<file path="src/rtl/bcu_pkg.sv">
// What this block does
// - conditional two-parcel branches (opcodes 03 to 06) take K from the low 18 instruction bits as target
// - computed jump adds index and K in 18-bit one's complement, unsigned result
// - computed jump drops rest of instruction word, fetch resumes at computed target
// - zero test jumps when operand is all zeros or all ones (positive or negative zero)
// - nonzero test jumps exactly when zero test would continue
// - positive test jumps when operand sign bit 59 is clear
// - negative test jumps when operand sign bit 59 is set
// - in-range test continues on overflow exponents 3777 or 4000, else jumps
// - out-of-range test jumps only on overflow exponents 3777 or 4000
// - definite test continues on indefinite exponents 1777 or 6000, else jumps
// - indefinite test jumps only on indefinite exponent; overflow, underflow are defined
// - index-equal test jumps only on bitwise match; all zeros differs from all ones
// - index-unequal test jumps on any differing bit, continues only when identical
// - greater-or-equal compares signed; positive zero ranks above negative zero
// - opcode bits 29-24, first index 23-21, second 20-18, K 17-0
package bcu_pkg;
    localparam int ADDR_W  = 18;
    localparam int WORD_W  = 60;
    localparam int INSTR_W = 30;
    localparam int SEL_W   = 3;
    localparam int EXP_W   = 12;

    // instruction and operand field positions
    localparam int OPC_HI   = 29;
    localparam int OPC_LO   = 24;
    localparam int FIRST_HI = 23;
    localparam int FIRST_LO = 21;
    localparam int SECOND_HI = 20;
    localparam int SECOND_LO = 18;
    localparam int K_HI     = 17;
    localparam int K_LO     = 0;
    localparam int SIGN_BIT = 59;
    localparam int EXP_LO   = 48;

    // major opcodes, bits 29-24
    localparam logic [5:0] OPC_COMPUTED_JUMP = 6'h02;
    localparam logic [5:0] OPC_OPERAND_TEST  = 6'h03;
    localparam logic [5:0] OPC_INDEX_EQUAL   = 6'h04;
    localparam logic [5:0] OPC_INDEX_UNEQUAL = 6'h05;
    localparam logic [5:0] OPC_INDEX_GE      = 6'h06;

    // operand tests, bits 23-21 under opcode 03
    localparam logic [2:0] TST_ZERO       = 3'h0;
    localparam logic [2:0] TST_NONZERO    = 3'h1;
    localparam logic [2:0] TST_POSITIVE   = 3'h2;
    localparam logic [2:0] TST_NEGATIVE   = 3'h3;
    localparam logic [2:0] TST_IN_RANGE   = 3'h4;
    localparam logic [2:0] TST_OUT_RANGE  = 3'h5;
    localparam logic [2:0] TST_DEFINITE   = 3'h6;
    localparam logic [2:0] TST_INDEFINITE = 3'h7;

    // exponent patterns (octal 3777, 4000, 1777, 6000)
    localparam logic [EXP_W-1:0] EXP_POS_OVERFLOW   = 12'h7FF;
    localparam logic [EXP_W-1:0] EXP_NEG_OVERFLOW   = 12'h800;
    localparam logic [EXP_W-1:0] EXP_POS_INDEFINITE = 12'h3FF;
    localparam logic [EXP_W-1:0] EXP_NEG_INDEFINITE = 12'hC00;

    localparam logic [ADDR_W-1:0] TARGET_RESET = 18'h00000;
endpackage : bcu_pkg
</file>
<file path="src/rtl/bcu_branch_unit.sv">
`timescale 1ns/100ps
// branch decision for jump instructions; one request per cycle, answer one cycle later
module bcu_branch_unit (
    input  wire logic                       clock_i,                 // 125 MHz clock
    input  wire logic                       resetn_i,                // sync reset, low
    input  wire logic                       req_valid_i,             // instruction present
    input  wire logic [bcu_pkg::INSTR_W-1:0] instr_i,                // two-parcel instruction
    input  wire logic [bcu_pkg::WORD_W-1:0] operand_register_i,      // operand contents
    input  wire logic [bcu_pkg::ADDR_W-1:0] first_index_register_i,  // first index contents
    input  wire logic [bcu_pkg::ADDR_W-1:0] second_index_register_i, // second index contents
    output logic                            resp_valid_o,            // decision pulse
    output logic                            taken_o,                 // branch taken
    output logic [bcu_pkg::ADDR_W-1:0]      target_o,                // memory target
    output logic                            flush_word_o,            // drop rest of word
    output logic                            unsupported_o,           // opcode not handled
    output logic [bcu_pkg::SEL_W-1:0]       first_sel_o,             // decoded first index
    output logic [bcu_pkg::SEL_W-1:0]       second_sel_o             // decoded second index
);
    typedef enum logic [2:0] {
        BCU_CLS_NONE     = 3'h0,
        BCU_CLS_COMPUTED = 3'h1,
        BCU_CLS_OPERAND  = 3'h3,
        BCU_CLS_EQUAL    = 3'h2,
        BCU_CLS_UNEQUAL  = 3'h6,
        BCU_CLS_GE       = 3'h7
    } bcu_class_e;

    logic [5:0]                  opcode;
    logic [bcu_pkg::SEL_W-1:0]   first_sel;
    logic [bcu_pkg::SEL_W-1:0]   second_sel;
    logic [bcu_pkg::ADDR_W-1:0]  k_field;
    logic [bcu_pkg::EXP_W-1:0]   exponent;
    bcu_class_e                  branch_class;

    logic                        is_zero;
    logic                        is_overflow;
    logic                        is_indefinite;
    logic                        sign_set;
    logic                        operand_jump;
    logic                        index_equal;
    logic                        index_ge;
    logic [bcu_pkg::ADDR_W-1:0]  computed_target;

    logic                        resp_valid;
    logic                        taken;
    logic [bcu_pkg::ADDR_W-1:0]  target;
    logic                        flush_word;
    logic                        unsupported;
    logic [bcu_pkg::SEL_W-1:0]   first_sel_q;
    logic [bcu_pkg::SEL_W-1:0]   second_sel_q;

    logic                        next_resp_valid;
    logic                        next_taken;
    logic [bcu_pkg::ADDR_W-1:0]  next_target;
    logic                        next_flush_word;
    logic                        next_unsupported;
    logic [bcu_pkg::SEL_W-1:0]   next_first_sel;
    logic [bcu_pkg::SEL_W-1:0]   next_second_sel;

    // field extraction
    always_comb begin
        opcode     = instr_i[bcu_pkg::OPC_HI:bcu_pkg::OPC_LO];
        first_sel  = instr_i[bcu_pkg::FIRST_HI:bcu_pkg::FIRST_LO];
        second_sel = instr_i[bcu_pkg::SECOND_HI:bcu_pkg::SECOND_LO];
        k_field    = instr_i[bcu_pkg::K_HI:bcu_pkg::K_LO];
        exponent   = operand_register_i[bcu_pkg::SIGN_BIT:bcu_pkg::EXP_LO];
    end

    // opcode class decode
    always_comb begin
        case (opcode)
            bcu_pkg::OPC_COMPUTED_JUMP: begin
                branch_class = BCU_CLS_COMPUTED;
            end
            bcu_pkg::OPC_OPERAND_TEST: begin
                branch_class = BCU_CLS_OPERAND;
            end
            bcu_pkg::OPC_INDEX_EQUAL: begin
                branch_class = BCU_CLS_EQUAL;
            end
            bcu_pkg::OPC_INDEX_UNEQUAL: begin
                branch_class = BCU_CLS_UNEQUAL;
            end
            bcu_pkg::OPC_INDEX_GE: begin
                branch_class = BCU_CLS_GE;
            end
            default: begin
                branch_class = BCU_CLS_NONE;
            end
        endcase
    end

    // first index plus K, end-around carry
    bcu_ones_add #(
        .WIDTH (bcu_pkg::ADDR_W)
    ) u_computed_add (
        .a_i   (first_index_register_i),
        .b_i   (k_field),
        .sum_o (computed_target)
    );

    // operand classification
    always_comb begin
        is_zero = (operand_register_i == {bcu_pkg::WORD_W{1'b0}})
               || (operand_register_i == {bcu_pkg::WORD_W{1'b1}});
        sign_set      = operand_register_i[bcu_pkg::SIGN_BIT];
        is_overflow   = (exponent == bcu_pkg::EXP_POS_OVERFLOW)
                     || (exponent == bcu_pkg::EXP_NEG_OVERFLOW);
        // coefficient never looked at; underflow falls through as in range
        is_indefinite = (exponent == bcu_pkg::EXP_POS_INDEFINITE)
                     || (exponent == bcu_pkg::EXP_NEG_INDEFINITE);
    end

    // operand test select
    always_comb begin
        case (first_sel)
            bcu_pkg::TST_ZERO: begin
                operand_jump = is_zero;
            end
            bcu_pkg::TST_NONZERO: begin
                operand_jump = !is_zero;
            end
            bcu_pkg::TST_POSITIVE: begin
                operand_jump = !sign_set;
            end
            bcu_pkg::TST_NEGATIVE: begin
                operand_jump = sign_set;
            end
            bcu_pkg::TST_IN_RANGE: begin
                operand_jump = !is_overflow;
            end
            bcu_pkg::TST_OUT_RANGE: begin
                operand_jump = is_overflow;
            end
            bcu_pkg::TST_DEFINITE: begin
                operand_jump = !is_indefinite;
            end
            bcu_pkg::TST_INDEFINITE: begin
                operand_jump = is_indefinite;
            end
            default: begin
                operand_jump = 1'b0;
            end
        endcase
    end

    // index comparisons
    always_comb begin
        // raw bit compare keeps +0 and -0 apart
        index_equal = (first_index_register_i == second_index_register_i);
        // signs differ: positive side wins, so +0 ranks above -0
        if (first_index_register_i[bcu_pkg::ADDR_W-1]
                != second_index_register_i[bcu_pkg::ADDR_W-1]) begin
            index_ge = !first_index_register_i[bcu_pkg::ADDR_W-1];
        end else begin
            // same sign: one's complement order matches unsigned order
            index_ge = (first_index_register_i >= second_index_register_i);
        end
    end

    // decision and target
    always_comb begin
        next_resp_valid  = req_valid_i;
        next_taken       = 1'b0;
        next_target      = k_field;
        next_flush_word  = 1'b0;
        next_unsupported = 1'b0;
        next_first_sel   = first_sel_q;
        next_second_sel  = second_sel_q;
        if (req_valid_i) begin
            next_first_sel  = first_sel;
            next_second_sel = second_sel;
            case (branch_class)
                BCU_CLS_COMPUTED: begin
                    next_taken      = 1'b1;
                    next_target     = computed_target;
                    next_flush_word = 1'b1;
                end
                BCU_CLS_OPERAND: begin
                    next_taken = operand_jump;
                end
                BCU_CLS_EQUAL: begin
                    next_taken = index_equal;
                end
                BCU_CLS_UNEQUAL: begin
                    next_taken = !index_equal;
                end
                BCU_CLS_GE: begin
                    next_taken = index_ge;
                end
                default: begin
                    next_unsupported = 1'b1;
                end
            endcase
            // any taken jump ends the current sequence
            if (next_taken) begin
                next_flush_word = 1'b1;
            end
        end
    end

    always_ff @(posedge clock_i) begin
        if (!resetn_i) begin
            resp_valid   <= 1'b0;
            taken        <= 1'b0;
            target       <= bcu_pkg::TARGET_RESET;
            flush_word   <= 1'b0;
            unsupported  <= 1'b0;
            first_sel_q  <= 3'h0;
            second_sel_q <= 3'h0;
        end else begin
            resp_valid   <= next_resp_valid;
            taken        <= next_taken;
            target       <= next_target;
            flush_word   <= next_flush_word;
            unsupported  <= next_unsupported;
            first_sel_q  <= next_first_sel;
            second_sel_q <= next_second_sel;
        end
    end

    always_comb begin
        resp_valid_o  = resp_valid;
        taken_o       = taken;
        target_o      = target;
        flush_word_o  = flush_word;
        unsupported_o = unsupported;
        first_sel_o   = first_sel_q;
        second_sel_o  = second_sel_q;
    end
endmodule : bcu_branch_unit

</file>
<file path="src/rtl/bcu_ones_add.sv">
`timescale 1ns/100ps
// one's complement adder with end-around carry
module bcu_ones_add #(
    parameter int WIDTH = 18
) (
    input  wire logic [WIDTH-1:0] a_i,    // addend
    input  wire logic [WIDTH-1:0] b_i,    // addend
    output logic      [WIDTH-1:0] sum_o   // one's complement sum
);
    logic [WIDTH:0] raw;

    always_comb begin
        raw   = {1'b0, a_i} + {1'b0, b_i};
        sum_o = raw[WIDTH-1:0] + {{(WIDTH-1){1'b0}}, raw[WIDTH]};
    end
endmodule : bcu_ones_add

</file>
<file path="config.mk">
export PLATFORM = sky130hd
export DESIGN_NAME = bcu_branch_unit
export DESIGN_NICKNAME = d
export VERILOG_FILES = /design/src/rtl/bcu_pkg.sv /design/src/rtl/bcu_branch_unit.sv /design/src/rtl/bcu_ones_add.sv
export SDC_FILE = /design/constraint.sdc
export NUM_CORES = 1
export LEC_CHECK = 0
export BUFFER_PORTS_ARGS = -buffer_cell sky130_fd_sc_hd__buf_2
export CAP_MARGIN = 20
export CORE_ASPECT_RATIO = 1.5
export CORE_MARGIN = 5
export CORE_UTILIZATION = 51
export DETAILED_ROUTE_END_ITERATION = 8
export PLACE_DENSITY = 0.95
export SLEW_MARGIN = 15
export SYNTH_ARGS = -nofsm -noshare
export SYNTH_HDL_FRONTEND = slang
export SYNTH_SLANG_ARGS = --single-unit
</file>
<file path="constraint.sdc">
create_clock -name clock_i -period 15.2 [get_ports clock_i]
set_input_delay 3.8 -clock clock_i [delete_from_list [all_inputs] [get_ports clock_i]]
set_output_delay 3.8 -clock clock_i [all_outputs]
set_load 0.02 [all_outputs]
</file>
==> flow_metrics.tcl <==
set metrics [dict create \
    antenna_found_initial 0 \
    p_sw_w 0.0000982 \
    cts_made_buffers 3 \
    ant_nets 0 \
    ys_types 60 \
    clk_pin_slew_ps 110 \
    row_count 35 \
    syn_nets 582 \
    clk_latency_ps 280 \
    grt_pass1_wl_mm 16.6 \
    clock-root-buffer "clkbuf_8" \
    wl_per_cell_um 17.3 \
    power_frac_seq_pct 30.0 \
    register_area_um2 561 \
    cap_viol_max_count 0 \
    startpoint "instr_i[0]" \
    ys_ff_latch 28 \
    finalCriticalPeriod_ps 7870 \
    fmax_mhz 127 \
    rsz0062_at_grt "false" \
    outcome "complete, no violations" \
    htree_levels 1 \
    cts_tree "yes" \
    p_sw_share_pct 37.5 \
    setup_tns_ps 0 \
    syn_inst 414 \
    grt_overflow 0 \
    min_path_type "reg -> reg" \
    period_share_pct 51.8 \
    final_hold_viol_count 0 \
    end_kind "register" \
    final_util_pct 66.7 \
    cts_resized 0 \
    multi_input_area_um2 2440 \
    synthFlopType "dfxtp_1" \
    path_cells "buf_2 -> ha_1 -> inv_1 -> fa_1 -> nor2b_4 -> o2111a_2 -> o211a_4 -> o21a_1 -> a21oi_1 -> o21ai_0 -> a21o_1 -> a21o_1 -> ha_1 -> nor2b_1 -> nand3_1 -> mux2i_1 -> nand4_1 -> nor4_1 -> a311oi_1 -> o31a_1" \
    slowest_stage "nor4_1" \
    syn_area_um2 3180 \
    worstPathArrival_ps 8060 \
    slowest_delay_ps 680 \
    fill_cells 549 \
    n_antenna_cell 0 \
    grt_max_degree 28 \
    clockPowerShare_pct 23.8 \
    hold_buffers 0 \
    p_leak_nw 1.97 \
    slew_viol_final 0 \
    cp.required_ps 15390 \
    vias 3832 \
    clock_sinks 28 \
    io_buffers 156 \
    finalSetupViolations 0 \
    first_iter_violations 115 \
    ys.warnings.count 0 \
    relSlewSlack_pct 33.0 \
    die-width_um 74.4 \
    die_h_um 107 \
    reg2reg_slack_ps 14570 \
    drt-total-wl_mm 11.0 \
    dp_hpwl_mm 9.39 \
    power_density_nw_per_um2 64.4 \
    avgViaCountPerCell 6.03 \
    use_met2_pct 51.8 \
    drive_above_1_share_pct 30.3 \
    route.detailed.drc 0 \
    combPwrFrac_pct 46.2 \
    start_util_pct 52.2 \
    core_um2 6090 \
    async_flop_share_pct 0 \
    grt-busiest-layer "met2" \
    clock_skew_ps 0 \
    dieArea_um2 7940 \
    p_int_w 0.000164 \
    clockBufferDepth 2 \
    crit_fanout 5 \
    worstSetupEndpoint "target_o[14]" \
    gr-usage-met1_pct 25.6 \
    ir_drop_v 0.0000360 \
    grt_pass1_vias 3805 \
    area_growth_pct 27.9 \
    post-cts-setup-buffer-count 0 \
    place_congestion 0.913 \
    avgSynthCellArea_um2 7.67 \
    r2r_end "second_sel_o[0]" \
    ys_seq_area_share_pct 17.7 \
    dr.pass1.iters 4 \
    r2r_start "second_sel_o[0]" \
    critPathKind "in -> reg" \
    synth_edf_count 0 \
    num-nets-final 730 \
    worst_slew_pin_slew_ps 1000 \
    met3_usage_pct 3.19 \
    io_pins 157 \
    r2r_cells 2 \
    grt_use_total_pct 26.5 \
    start_kind "primary input" \
]
## worst min path at each step
| stage | slack (ps) | cells past startpoint | endpoint | startpoint |
|---|---|---|---|---|
| floorplan | 580 | 2 | first_sel_o[0] | first_sel_o[0] |
| CTS | 510 | 2 | first_sel_o[1] | first_sel_o[1] |
| finish | 500 | 2 | first_sel_o[1] | first_sel_o[1] |
| detailed placement | 480 | 2 | first_sel_o[1] | first_sel_o[1] |
| global placement | 470 | 2 | first_sel_o[0] | first_sel_o[0] |
| global route | 540 | 2 | second_sel_o[2] | second_sel_o[2] |
## final cells by class
cell class	instances	share of cell area [%]
clock inverters	1	0.739
flip-flops and latches	28	13.8
multi-input cells	342	60.1
inverters	31	2.87
clock buffers	3	1.02
repair buffers	156	19.2
well taps	74	2.28
## sequential cells by signal (all words and copies together) (netlist names)
name           flops
first_sel_o        3
flush_word_o       1
resp_valid_o       1
second_sel_o       3
taken_o            1
target_o          18
unsupported_o      1
## layout by cell type (no fill, tap or decap), types with 8 or more instances in the layout
master    instances
nand2_1          27
inv_1            30
a21oi_1          19
nand3_1          13
o21a_1            8
xnor2_1          18
o21ai_0          17
ha_1             38
a211oi_1         11
a21o_1           11
nor3_1           13
nand4_1          22
o211ai_1          8
dfxtp_1          28
buf_2           156
nor4_1           22
nor2_1           32
## critical path, delay by kind of cell
kind / cells / cell delay (ps)
compound gates: 9 / 1670
fa+ha+maj: 3 / 790
buf+inv: 2 / 170
mux: 1 / 230
simple gates: 5 / 1390
## power groups by stage
stage / clock network [W] / logic [W] / registers, W
finish: 0.0000622 / 0.000121 / 0.0000785
global route: 0.0000648 / 0.000133 / 0.0000789
CTS: 0.0000618 / 0.000120 / 0.0000785
detailed placement: 0 / 0.000119 / 0.0000802
global placement: 0 / 0.000117 / 0.0000801
floorplan: 0 / 0.0000720 / 0.0000853
## per-stage QoR
step | cell area (µm²) | total power, W | setup slack (ps) | cells | hold slack, ps
final | 4060 | 0.000262 | 7330 | 635 | 501
after global routing | 4060 | 0.000277 | 6950 | 635 | 539
after CTS | 4060 | 0.000260 | 7330 | 635 | 506
after detailed placement | 3990 | 0.000200 | 7040 | 631 | 479
after global placement | 3990 | 0.000197 | 7180 | 631 | 467
after floorplan | 3180 | 0.000157 | 7750 | 414 | 584
## synthesized netlist by cell type, drive strengths merged (2+ instances only)
master / number / area share [%]
o211a: 3 / 1.2
nor3: 13 / 2.0
ha: 38 / 15
o21a: 8 / 1.9
clkbuf: 10 / 1.2
a21oi: 20 / 3.3
o211ai: 8 / 1.9
nand3b: 7 / 1.7
a21o: 11 / 2.6
buf: 3 / 0.67
a211oi: 12 / 3.0
or3: 5 / 0.99
nand2b: 4 / 0.79
o2111ai: 2 / 0.55
nor4: 23 / 5.0
a311oi: 5 / 1.4
o22ai: 2 / 0.39
inv: 30 / 3.5
nor2b: 5 / 1.2
dfxtp: 28 / 18
nor2: 32 / 3.8
or4: 2 / 0.47
o31ai: 2 / 0.47
or2: 2 / 0.39
o21ai: 18 / 2.8
a221oi: 2 / 0.55
and3: 3 / 0.59
and2: 4 / 0.79
a2111oi: 2 / 0.75
nand2: 27 / 3.2
a31oi: 2 / 0.39
xor2: 5 / 1.4
xnor2: 18 / 5.0
mux2i: 7 / 2.2
nand3: 13 / 2.0
o2111a: 3 / 1.1
nand4: 23 / 4.7
## kinds of logic (layout without fill, tap and decap cells)
logic type,count (synthesis),after routing,synth area share (%)
AOI/OAI and AO/OA,105,105,23.6
xor gates and xnor gates,23,23,6.34
adders and majority gates,39,39,15.6
buffers and inverters,44,191,5.52
DFF,28,28,17.7
muxes,7,7,2.21
and+or+nand+nor,168,168,29.1
## routing by layer
layer,wire length (µm),share of wire (%)
met5,0,0
met1,3670,33
met2,5880,54
met4,491,4.5
met3,914,8.3
Power figures use the tool's default switching activity.
